[src/inc/sfpt_pkg.sv]
// Package of constants and carrier types for the parameter table reader
package sfpt_pkg;

    // ------------------------------------------------------------------
    // Serial command framing
    // ------------------------------------------------------------------
    localparam logic [7:0] SFPT_PARAM_TABLE_READ_CMD = 8'h5A;
    localparam logic [5:0] SFPT_CMD_BITS = 6'h08;
    localparam logic [5:0] SFPT_ADDR_END = 6'h20;
    localparam logic [5:0] SFPT_HDR_BITS = 6'h28;
    localparam logic [2:0] SFPT_LAST_BIT = 3'h7;

    // ------------------------------------------------------------------
    // Table window and filler
    // ------------------------------------------------------------------
    localparam logic [7:0] SFPT_TBL_FIRST = 8'h30;
    localparam logic [7:0] SFPT_TBL_LAST = 8'h53;
    localparam logic [7:0] SFPT_FILL = 8'hFF;

    // ------------------------------------------------------------------
    // First parameter word fields (bytes 30H to 32H)
    // ------------------------------------------------------------------
    localparam logic [1:0] SFPT_ERASE_4K_AVAIL = 2'h1;
    localparam logic [0:0] SFPT_WR_GRAN_64 = 1'h1;
    localparam logic [0:0] SFPT_WEN_VOLATILE = 1'h0;
    localparam logic [0:0] SFPT_WEN_OPSEL = 1'h0;
    localparam logic [2:0] SFPT_UNUSED3 = 3'h7;
    localparam logic [0:0] SFPT_FR_112_SUP = 1'h1;
    localparam logic [1:0] SFPT_ADDR_3B_ONLY = 2'h0;
    localparam logic [0:0] SFPT_DTR_SUP = 1'h0;
    localparam logic [0:0] SFPT_FR_122_SUP = 1'h1;
    localparam logic [0:0] SFPT_FR_144_SUP = 1'h1;
    localparam logic [0:0] SFPT_FR_114_SUP = 1'h1;
    localparam logic [0:0] SFPT_UNUSED1 = 1'h1;
    localparam logic [7:0] SFPT_ERASE_4K_OP = 8'h20;

    // Density: bits minus one, eight megabits
    localparam logic [31:0] SFPT_DENSITY = 32'h007FFFFF;

    // ------------------------------------------------------------------
    // Fast read descriptors: wait states [4:0], mode bits [7:5]
    // ------------------------------------------------------------------
    localparam logic [4:0] SFPT_144_WAIT = 5'h04;
    localparam logic [2:0] SFPT_144_MODE = 3'h2;
    localparam logic [7:0] SFPT_144_OP = 8'hEB;
    localparam logic [4:0] SFPT_114_WAIT = 5'h08;
    localparam logic [2:0] SFPT_114_MODE = 3'h0;
    localparam logic [7:0] SFPT_114_OP = 8'h6B;
    localparam logic [4:0] SFPT_112_WAIT = 5'h08;
    localparam logic [2:0] SFPT_112_MODE = 3'h0;
    localparam logic [7:0] SFPT_112_OP = 8'h3B;
    localparam logic [4:0] SFPT_122_WAIT = 5'h00;
    localparam logic [2:0] SFPT_122_MODE = 3'h4;
    localparam logic [7:0] SFPT_122_OP = 8'hBB;
    localparam logic [7:0] SFPT_WIDE_SUP = 8'hEE;
    localparam logic [7:0] SFPT_WIDE_DESC = 8'h00;
    localparam logic [7:0] SFPT_WIDE_OP = 8'hFF;

    // ------------------------------------------------------------------
    // Sector types: size as log2 bytes, zero means absent
    // ------------------------------------------------------------------
    localparam logic [7:0] SFPT_SECT1_SIZE = 8'h0C;
    localparam logic [7:0] SFPT_SECT1_OP = 8'h20;
    localparam logic [7:0] SFPT_SECT2_SIZE = 8'h0F;
    localparam logic [7:0] SFPT_SECT2_OP = 8'h52;
    localparam logic [7:0] SFPT_SECT3_SIZE = 8'h10;
    localparam logic [7:0] SFPT_SECT3_OP = 8'hD8;
    localparam logic [7:0] SFPT_SECT4_SIZE = 8'h00;
    localparam logic [7:0] SFPT_SECT4_OP = 8'hFF;

    // ------------------------------------------------------------------
    // Carrier types
    // ------------------------------------------------------------------
    typedef struct packed {
        logic cs_n;
        logic sck;
        logic si;
    } sfpt_serial_in_t;

    typedef struct packed {
        logic so;
        logic so_oe_n;
    } sfpt_serial_out_t;

    typedef struct packed {
        logic wait_present;
        logic mode_present;
    } sfpt_desc_caps_t;

    typedef struct packed {
        sfpt_desc_caps_t fr144;
        sfpt_desc_caps_t fr114;
        sfpt_desc_caps_t fr112;
        sfpt_desc_caps_t fr122;
    } sfpt_caps_t;

    // Zero wait or mode count means the feature is absent
    function automatic sfpt_desc_caps_t sfpt_desc_decode(input logic [7:0] desc);
        sfpt_desc_caps_t c;
        c.wait_present = (desc[4:0] != 5'h00);
        c.mode_present = (desc[7:5] != 3'h0);
        return c;
    endfunction

endpackage

[src/logic/sfpt_rom.sv]
// Byte lookup ROM of the basic flash parameter words
`timescale 1ns/1ps
module sfpt_rom
    import sfpt_pkg::*;
(
    input wire logic [7:0] addr,
    output logic [7:0] data
);

    // ------------------------------------------------------------------
    // Packed parameter words, low byte at the lowest address
    // ------------------------------------------------------------------
    localparam logic [31:0] WORD0 = {8'hFF,
        SFPT_UNUSED1, SFPT_FR_114_SUP, SFPT_FR_144_SUP, SFPT_FR_122_SUP,
        SFPT_DTR_SUP, SFPT_ADDR_3B_ONLY, SFPT_FR_112_SUP,
        SFPT_ERASE_4K_OP,
        SFPT_UNUSED3, SFPT_WEN_OPSEL, SFPT_WEN_VOLATILE, SFPT_WR_GRAN_64,
        SFPT_ERASE_4K_AVAIL};
    localparam logic [31:0] WORD2 = {SFPT_114_OP, SFPT_114_MODE, SFPT_114_WAIT,
        SFPT_144_OP, SFPT_144_MODE, SFPT_144_WAIT};
    localparam logic [31:0] WORD3 = {SFPT_122_OP, SFPT_122_MODE, SFPT_122_WAIT,
        SFPT_112_OP, SFPT_112_MODE, SFPT_112_WAIT};
    localparam logic [31:0] WORD4 = {24'hFFFFFF, SFPT_WIDE_SUP};
    localparam logic [31:0] WORD5 = {SFPT_WIDE_OP, SFPT_WIDE_DESC, 16'hFFFF};
    localparam logic [31:0] WORD7 = {SFPT_SECT2_OP, SFPT_SECT2_SIZE,
        SFPT_SECT1_OP, SFPT_SECT1_SIZE};
    localparam logic [31:0] WORD8 = {SFPT_SECT4_OP, SFPT_SECT4_SIZE,
        SFPT_SECT3_OP, SFPT_SECT3_SIZE};

    // Little-endian byte pick from a word
    function automatic logic [7:0] pick(input logic [31:0] w, input logic [1:0] lane);
        return w[lane*8 +: 8];
    endfunction

    wire logic in_table = (addr >= SFPT_TBL_FIRST) && (addr <= SFPT_TBL_LAST);
    wire logic [7:0] rel = addr - SFPT_TBL_FIRST;
    wire logic [1:0] lane = rel[1:0];
    logic [31:0] word;

    always_comb begin
        unique case (rel[5:2])
            4'h0: word = WORD0;
            4'h1: word = SFPT_DENSITY;
            4'h2: word = WORD2;
            4'h3: word = WORD3;
            4'h4: word = WORD4;
            4'h5: word = WORD5;
            4'h6: word = WORD5;
            4'h7: word = WORD7;
            4'h8: word = WORD8;
            default: word = {4{SFPT_FILL}};
        endcase
    end

    // Bytes outside the basic table read as filler; nothing can write them
    assign data = in_table ? pick(word, lane) : SFPT_FILL;

endmodule // sfpt_rom

[src/logic/sfpt_reader.sv]
// Serial reader of the discoverable parameter table
//
// Notes on behaviour
// - Erase size field reads 01b
// - Write granularity bit reads one
// - Volatile write enable bits read zero
// - Four kilobyte erase opcode reads 20H
// - Address width field reads three bytes
// - Double transfer rate flag reads zero
// - Fast read flags and unused bits read one
// - Quad IO descriptor 44H, opcode EBH
// - Quad output descriptor 08H, opcode 6BH
// - Dual output descriptor 08H, opcode 3BH
// - Dual IO descriptor 80H, opcode BBH
// - Wide modes reported unsupported
// - Sector size is power of two, zero absent
// - Sector types two to four values fixed
// - Unused fields read all ones, unwritable
// - Zero wait or mode count means absent
// - Only low address byte selects entry
`timescale 1ns/1ps
module sfpt_reader
    import sfpt_pkg::*;
(
    input wire logic clk,
    input wire logic rst,
    input wire sfpt_serial_in_t pins_in,
    output sfpt_serial_out_t pins_out,
    output logic cmd_active,
    output logic data_phase,
    output logic [7:0] cur_addr,
    output sfpt_caps_t caps
);

    // ------------------------------------------------------------------
    // Framing states
    // ------------------------------------------------------------------
    typedef enum logic [2:0] {
        SFPT_IDLE,
        SFPT_HDR,
        SFPT_DATA,
        SFPT_IGNORE
    } sfpt_state_t;

    sfpt_state_t state_reg;
    sfpt_state_t state_next;
    logic sck_reg;
    logic [5:0] hdr_cnt_reg;
    logic [5:0] hdr_cnt_next;
    logic [7:0] op_reg;
    logic [7:0] op_next;
    logic [7:0] addr_reg;
    logic [7:0] addr_next;
    logic [7:0] sr_reg;
    logic [7:0] sr_next;
    logic [2:0] bit_cnt_reg;
    logic [2:0] bit_cnt_next;
    logic so_reg;
    logic so_next;
    logic oe_n_reg;
    logic oe_n_next;
    logic [7:0] rom_byte;

    // ------------------------------------------------------------------
    // Edge detection on the serial clock
    // ------------------------------------------------------------------
    // Pins are synchronous to clk, so one history flop is enough
    wire logic selected = !pins_in.cs_n;
    wire logic sck_rise = selected && pins_in.sck && !sck_reg;
    wire logic sck_fall = selected && !pins_in.sck && sck_reg;

    // ------------------------------------------------------------------
    // Header decode
    // ------------------------------------------------------------------
    wire logic [5:0] hdr_cnt_inc = hdr_cnt_reg + 6'h01;
    wire logic [7:0] op_shift = {op_reg[6:0], pins_in.si};
    wire logic [7:0] addr_shift = {addr_reg[6:0], pins_in.si};
    wire logic in_cmd = (hdr_cnt_reg < SFPT_CMD_BITS);
    // Upper address bytes shift through and are overwritten by the low byte
    wire logic in_addr = !in_cmd && (hdr_cnt_reg < SFPT_ADDR_END);
    wire logic cmd_done = (hdr_cnt_inc == SFPT_CMD_BITS);
    wire logic cmd_ok = (op_shift == SFPT_PARAM_TABLE_READ_CMD);
    // Dummy byte must be fully clocked before data leaves
    wire logic hdr_done = (hdr_cnt_inc == SFPT_HDR_BITS);
    wire logic byte_done = (bit_cnt_reg == SFPT_LAST_BIT);
    wire logic [7:0] addr_inc = addr_reg + 8'h01;

    // ------------------------------------------------------------------
    // Table lookup
    // ------------------------------------------------------------------
    sfpt_rom u_rom (
        .addr(addr_reg),
        .data(rom_byte)
    );

    // ------------------------------------------------------------------
    // Next state
    // ------------------------------------------------------------------
    always_comb begin
        state_next = state_reg;
        hdr_cnt_next = hdr_cnt_reg;
        op_next = op_reg;
        addr_next = addr_reg;
        sr_next = sr_reg;
        bit_cnt_next = bit_cnt_reg;
        so_next = so_reg;
        oe_n_next = oe_n_reg;
        if (!selected) begin
            // Deselect ends any frame at once, even mid byte
            state_next = SFPT_IDLE;
            hdr_cnt_next = 6'h00;
            bit_cnt_next = 3'h0;
            oe_n_next = 1'b1;
        end else begin
            unique case (state_reg)
                SFPT_IDLE: begin
                    state_next = SFPT_HDR;
                    hdr_cnt_next = 6'h00;
                    if (sck_rise) begin
                        op_next = op_shift;
                        hdr_cnt_next = 6'h01;
                    end
                end
                SFPT_HDR: begin
                    if (sck_rise) begin
                        hdr_cnt_next = hdr_cnt_inc;
                        if (in_cmd) begin
                            op_next = op_shift;
                            if (cmd_done && !cmd_ok) begin
                                // Other commands belong to other blocks
                                state_next = SFPT_IGNORE;
                            end
                        end else if (in_addr) begin
                            addr_next = addr_shift;
                        end else if (hdr_done) begin
                            state_next = SFPT_DATA;
                            sr_next = rom_byte;
                            addr_next = addr_inc;
                            bit_cnt_next = 3'h0;
                        end
                    end
                end
                SFPT_DATA: begin
                    if (sck_fall) begin
                        so_next = sr_reg[7];
                        oe_n_next = 1'b0;
                        bit_cnt_next = bit_cnt_reg + 3'h1;
                        if (byte_done) begin
                            // Address wraps within the low byte
                            sr_next = rom_byte;
                            addr_next = addr_inc;
                        end else begin
                            sr_next = {sr_reg[6:0], 1'b0};
                        end
                    end
                end
                SFPT_IGNORE: begin
                    state_next = SFPT_IGNORE;
                end
            endcase
        end
    end

    // ------------------------------------------------------------------
    // State registers
    // ------------------------------------------------------------------
    always_ff @(posedge clk) begin
        if (rst) begin
            state_reg <= SFPT_IDLE;
            sck_reg <= 1'b0;
            hdr_cnt_reg <= 6'h00;
            op_reg <= 8'h00;
            addr_reg <= 8'h00;
            sr_reg <= 8'h00;
            bit_cnt_reg <= 3'h0;
            so_reg <= 1'b0;
            oe_n_reg <= 1'b1;
        end else begin
            state_reg <= state_next;
            sck_reg <= pins_in.sck;
            hdr_cnt_reg <= hdr_cnt_next;
            op_reg <= op_next;
            addr_reg <= addr_next;
            sr_reg <= sr_next;
            bit_cnt_reg <= bit_cnt_next;
            so_reg <= so_next;
            oe_n_reg <= oe_n_next;
        end
    end

    // ------------------------------------------------------------------
    // Capability summary
    // ------------------------------------------------------------------
    // Decoded from the same constants the ROM serves, so both agree
    localparam logic [7:0] DESC144 = {SFPT_144_MODE, SFPT_144_WAIT};
    localparam logic [7:0] DESC114 = {SFPT_114_MODE, SFPT_114_WAIT};
    localparam logic [7:0] DESC112 = {SFPT_112_MODE, SFPT_112_WAIT};
    localparam logic [7:0] DESC122 = {SFPT_122_MODE, SFPT_122_WAIT};

    assign caps.fr144 = sfpt_desc_decode(DESC144);
    assign caps.fr114 = sfpt_desc_decode(DESC114);
    assign caps.fr112 = sfpt_desc_decode(DESC112);
    assign caps.fr122 = sfpt_desc_decode(DESC122);

    // ------------------------------------------------------------------
    // Outputs
    // ------------------------------------------------------------------
    assign pins_out.so = so_reg;
    assign pins_out.so_oe_n = oe_n_reg;
    assign cmd_active = (state_reg == SFPT_HDR) || (state_reg == SFPT_DATA);
    assign data_phase = (state_reg == SFPT_DATA);
    assign cur_addr = addr_reg;

endmodule // sfpt_reader

[config.mk]
export PLATFORM = sky130hd
export DESIGN_NAME = sfpt_reader
export DESIGN_NICKNAME = d
export VERILOG_FILES = /design/src/inc/sfpt_pkg.sv /design/src/logic/sfpt_rom.sv /design/src/logic/sfpt_reader.sv
export SDC_FILE = /design/constraint.sdc
export NUM_CORES = 1
export LEC_CHECK = 0
export BUFFER_PORTS_ARGS = -buffer_cell sky130_fd_sc_hd__clkbuf_2
export CELL_PAD_IN_SITES_DETAIL_PLACEMENT = 1
export CELL_PAD_IN_SITES_GLOBAL_PLACEMENT = 2
export CORE_MARGIN = 10
export CORE_UTILIZATION = 38
export CTS_CLUSTER_DIAMETER = 80
export DETAILED_ROUTE_END_ITERATION = 6
export PLACE_DENSITY_LB_ADDON = 0.1
export SYNTH_ARGS = -nofsm -noshare
export SYNTH_HDL_FRONTEND = slang
export SYNTH_SLANG_ARGS = --single-unit
[constraint.sdc]
create_clock -name clk -period 5.3 [get_ports clk]
set_input_delay 0.795 -clock clk [delete_from_list [all_inputs] [get_ports clk]]
set_output_delay 0.795 -clock clk [all_outputs]
set_load 0.01 [all_outputs]
# Yosys cells after proc, flatten, opt, wreduce, memory -nomap -nowiden
# Memory sizes are Yosys's and may differ from the RTL's.
# Index checks and enable logic that the tools add are counted.
[classes]
n_reduce_logical = 26
bitwise_logic = 1
n_eq_ne = 19
addsub = 4
n_mux = 34
order_cmp = 4
n_shift = 1
[op_table]
columns = ["cell", "count"]
rows = [
  ["$mux W8", 13],
  ["$pmux W8 S2", 2],
  ["$shiftx A32 B6 Y8", 1],
  ["$mux W3", 10],
  ["$mux W7", 3],
  ["$pmux W7 S2", 1],
  ["$reduce_and A7 Y1", 2],
  ["$ne A2 B2 Y1 const B", 6],
  ["$ne A3 B3 Y1 const B", 4],
  ["$pmux W6 S2", 1],
  ["$reduce_and A5 Y1", 2],
  ["$pmux W3 S3", 1],
  ["$add A8 B1 Y8 const B", 1],
  ["$eq A8 B7 Y1 const B", 1],
  ["$ge A8 B6 Y1 const B", 1],
  ["$le A8 B7 Y1 const B", 1],
  ["$logic_and A1 B1 Y1", 7],
  ["$add A6 B1 Y6 const B", 1],
  ["$eq A3 B2 Y1 const B", 2],
  ["$eq A6 B4 Y1 const B", 1],
  ["$eq A6 B6 Y1 const B", 1],
  ["$lt A6 B4 Y1 const B", 1],
  ["$lt A6 B6 Y1 const B", 1],
  ["$mux W6", 1],
  ["17 further kinds", 24],
]
[totals]
romBits = 512
wordCells = 99
n_memories = 1
inputBits = 5
reg_bits = 38
[memory_table]
columns = ["memory", "words", "width", "rd", "rd_ports_with_merged_regs", "wr", "line", "source"]
rows = [
  ["(no name shown)", 16, 32, 1, 0, 0, "sfpt_rom.sv:41", "unique case (rel[5:2])"],
]

# Logic depth before layout (Yosys ltp)
# An unclocked memory read counts as a cell.
[logic_depth]
word_depth = 9
mapped_depth = 9

# Modules after synthesis
# Synthesis repeated with hierarchy kept, for this count alone.
[unflattened]
hier_cells = 357
area_unflattened_um2 = 2912.8
[by_module_without_submodules]
columns = ["module", "area_each_um2", "cells_each", "seq_area_each_um2", "n_inst"]
rows = [
  ["sfpt_reader", 2190.9, 259, 740.7, 1],
  ["sfpt_rom", 721.9, 98, 0.0, 1],
]

# Worst setup path after synthesis
# Ideal clock, no wire load.
[synth_path]
kind = "register -> register"
start = "register addr_reg[2] (netlist: cur_addr[2])"
end = "register sr_reg[5]"
path_stages_with_launch = 9
path_buffers = 1
arrival_time_ns = 2.192
setup_time_ns = 0.117
synth_period_minus_slack_ns = 2.310
required_ns = 5.183
slack_ns = 2.990
path_cell_list = "dfxtp_1 -> clkbuf_1 -> inv_1 -> ha_1 -> mux2_2 -> a21oi_1 -> or3_1 -> a221o_1 -> a32o_1"
[synth_between]
elab_chain_len = 9
word_cells_on_any_way = 14
cone_classes = "add/sub: 1; order compare: 2; shift: 1; mux: 8; reduce/logical: 1; memory: 1"
[synth_rtl]
columns = ["item", "line", "source"]
rows = [
  ["start: declaration", "sfpt_reader.sv:52", "logic [7:0] addr_reg;"],
  ["start signal: assignment", "sfpt_reader.sv:183", "addr_reg <= addr_next;"],
  ["$sub A6 B6 Y6", "sfpt_rom.sv:36", "wire logic [7:0] rel = addr - SFPT_TBL_FIRST;"],
  ["$mem_v2 Z16 W32", "-", ""],
  ["$shiftx A32 B6 Y8", "sfpt_rom.sv:32", "return w[lane*8 +: 8];"],
  ["$mux W8 *", "sfpt_rom.sv:56", "assign data = in_table ? pick(word, lane) : SFPT_FILL;"],
  ["$mux W8", "sfpt_reader.sv:135", "end else if (hdr_done) begin"],
  ["$mux W8", "sfpt_reader.sv:133", "end else if (in_addr) begin"],
  ["$mux W8", "sfpt_reader.sv:127", "if (in_cmd) begin"],
  ["$mux W8", "sfpt_reader.sv:125", "if (sck_rise) begin"],
  ["$pmux W8 S2 *", "sfpt_reader.sv:115", "unique case (state_reg)"],
  ["end signal: assignment", "sfpt_reader.sv:184", "sr_reg <= sr_next;"],
  ["end: declaration", "sfpt_reader.sv:54", "logic [7:0] sr_reg;"],
]
# Every way passes the cells marked *; elsewhere a longest branch is shown, timed or not. The select of a mux whose other input is x is not followed.
# A chain may end at the register's enable or synchronous reset.

# Worst setup path after layout
[layout_path]
start = "register addr_reg[4] (netlist: cur_addr[4])"
end = "register sr_reg[5]"
# The elaborated chain is that of the path after synthesis.

==> impl_results.md <==
* Post-synth ARST share at 0%
* FF+latch count, synth at 37
* Starting density of the core at 38.7%
* DR iter-0 viols at 149
* Clock buffer depth at 2
* Slew Viols, Final at 0
* Worst setup path start: cur_addr[4]
* Wire per inst at 18.0 µm
* Final Setup Violations at 0
* Ranking of synthesized cells by area: dfxtp_1 (26%), ha_1 (8.1%), mux2i_1 (4.3%), a21oi_1 (3.8%), o21ai_0 (3.4%)
* Core Rows at 31
* Largest net degree at the start of global routing at 28
* Power Total at 0.668 mW
* Final worst-path cycle share at between 50% and 60%
* Clock Skews at 0.0117 ns
* Setup tns final at 0 ns
* Synth cell types at 65
* Critical path endpoint: sr_reg[5]
* Final WS setup at approximately 2.4 ns
* Vias in the first global route at about 2.6k
* YS warnings at 0
* Slew HR at 41.7%
* Vias at about 2.6k
* Port bufs at 16
* CP Data Arrival Time at around 3.1 ns
* Worst path depth at 6
* Commonest cells after routing, fill and taps aside: dfxtp_1 (37), nand2_1 (25), nor2_1 (25)
* Max-Cap Viols at 0
* RR Endpoint: sr_reg[5]
* Worst slack, placed at 2.42 ns
* Commonest non-fill, non-tap cell in the layout: dfxtp_1
* Synth area leader: dfxtp_1
* Slew at the pin closest to its max-slew limit at 0.874 ns
* Finished Layout Cells at 447
* Fill count at 900
* Top-area cell type share of the netlist area at a little over a quarter
* Worst r2r src: cur_addr[4]
* Initial antenna violation count at 0
* Setup bufs post-CTS at 0
* Delay-heaviest family, CP: flip-flops
* H-tree Lvls at 2
* CTS Sinks at 37
* Root buf cell: clkbuf_8
* IO Pins at 25
* Remaining DRCs at 0
* Final instance area at 2990 µm²
* Resized cells post-CTS at 0
* RSZ-0062 raised after global routing: no
* Critical-path cell list: ha_1 > mux2_2 > a21oi_1 > or3_1 > a221o_1 > a32o_1
* CP bufs+invs at 0
* CTS Buf Count at 5
* Die Height at 106 µm
* Global-route wire length before repair at ~13000 µm
* CP peak stage delay at 0.90 ns
* GPL Wtd Cong at 0.803
* Post-DP HPWL at 6020 µm
* Worst hold slack at between 0.4 and 0.5 ns
* Cell count after placement at 439
* Gr ovfl total at 0
* Post-Syn Instances at 351
* CTS tree: yes
* Critical path class: reg2reg
* Power Dens Cells at 224 nW/µm²
* Clk slew on worst S/H paths at 0.08 ns
* FMAX at 341 MHz
* Outcome: finished, final reports clean
* Die W at about 110 µm
* Total wire length at roughly 8000 µm
* Final #Nets at 370
* Mean area per synthesized cell at 7.96 µm²
* Worst skew pair latency at 0.30 ns
* WP data required at roughly 5.5 ns
* Tot GR Track Use at 14.2%
* Slowest CP cell: dfxtp_1
* Critical-path maximum fanout at 27
* Die ar. at roughly 11000 µm²
* Leak at between 1 and 1.5 nW
* N_diodes at 0
* CTS Hold Bufs at 0
* R2R Setup Slk at 2.37 ns
* Critical path capture point type: flop
* Core area at 7210 µm²
* Hold Crit Class: reg2reg
* DP Area at 2850 µm²
* Vias/cell at between 5 and 6
* Pre-Repair DR Iteration Count at 4
* Crit start category: flop
* Fin. Hold Viols at 0
* P&R area growth vs syn at 6.94%
* Cell Area, Synth at 2800 µm²
* FF-to-FF path depth at 6
* Tmin final at 2.93 ns
* Register area share after synthesis at 26.5%
* Post-synth top flop: dfxtp_1
* Routed Antenna Nets at 0
* Finished Core Util at 41.4%
* Post-synth EDFFs at 0
* Layout cell share with drive strength beyond 1 at 12.1%
* VDD IR-drop max at 163 µV
==> worst register-to-register path, delay by kind of cell (launching register included) <==
family | cells | cell delay (ns)
compound gates | 3 | 0.61
mux | 1 | 0.28
simple gates | 1 | 0.33
flops | 1 | 0.90
fa+ha+maj | 1 | 0.72
==> power breakdown <==
part | switching (mW) | total [mW] | internal [mW]
clock | 0.113 | 0.303 | 0.190
sequential | 0.00870 | 0.293 | 0.284
combinational | 0.0463 | 0.0727 | 0.0264
==> cells in the mapped netlist, types with 2 or more instances <==
cell type and n:
conb_1 2, a311oi_1 5, mux2i_1 12, or2_2 4, a31oi_1 5, and2_1 4
and3b_1 2, o211ai_1 4, nor3_1 11, a21oi_1 21, or4_1 2, buf_2 7
o311ai_0 6, ha_1 18, a32o_1 8, o21bai_1 2, a21o_1 6, nand4_1 4
o221a_2 2, o21ai_0 19, a211oi_1 3, nand2b_1 15, nand3b_1 2, nor2_1 25
mux2_2 3, o32ai_1 2, dfxtp_1 37, nand2_1 25, and3_1 5, clkbuf_1 16
nor4b_1 2, nand3_1 16, inv_1 10, nor2b_1 5, nor4bb_1 2, buf_4 10
==> layer usage <==
layer,wire length (µm),vias up,track usage [%]
li1,-,1279,-
met1,3760,1243,18.1
met2,3860,40,23.2
met3,212,15,2.56
met4,193,0,5.13
met5,0,-,0
==> worst min-delay path by stage <==
stage	start	to	cells after the start
after global routing	sr_reg[6]	sr_reg[6]	1
after CTS	oe_n_reg	oe_n_reg	2
final	oe_n_reg	oe_n_reg	2
after global placement	oe_n_reg	oe_n_reg	2
after detailed placement	sr_reg[5]	sr_reg[5]	1
after floorplan	oe_n_reg	oe_n_reg	2
==> layout make-up <==
type / instances / area [µm²] / share of cell area (%)
Clock buffer: 5 / 68.8 / 2.30
Clock inverter: 3 / 68.8 / 2.30
Inverter: 11 / 41.3 / 1.38
Multi-Input combinational cell: 276 / 1870 / 62.4
Sequential cell: 37 / 741 / 24.8
Tap cell: 99 / 124 / 4.14
Timing Repair Buffer: 16 / 80.1 / 2.68
==> cells by family after synthesis <==
kind of cell / count (synthesis) / synth area share, %
AO/OA/AOI/OAI: 102 / 26.3
flip-flops: 37 / 26.5
AND/OR/NAND/NOR: 133 / 25.8
other: 2 / 0.269
buffers and inverters: 44 / 7.56
adder cells (fa/ha/maj): 18 / 8.06
multiplexers: 15 / 5.51
Power figures use the tool's default switching activity.
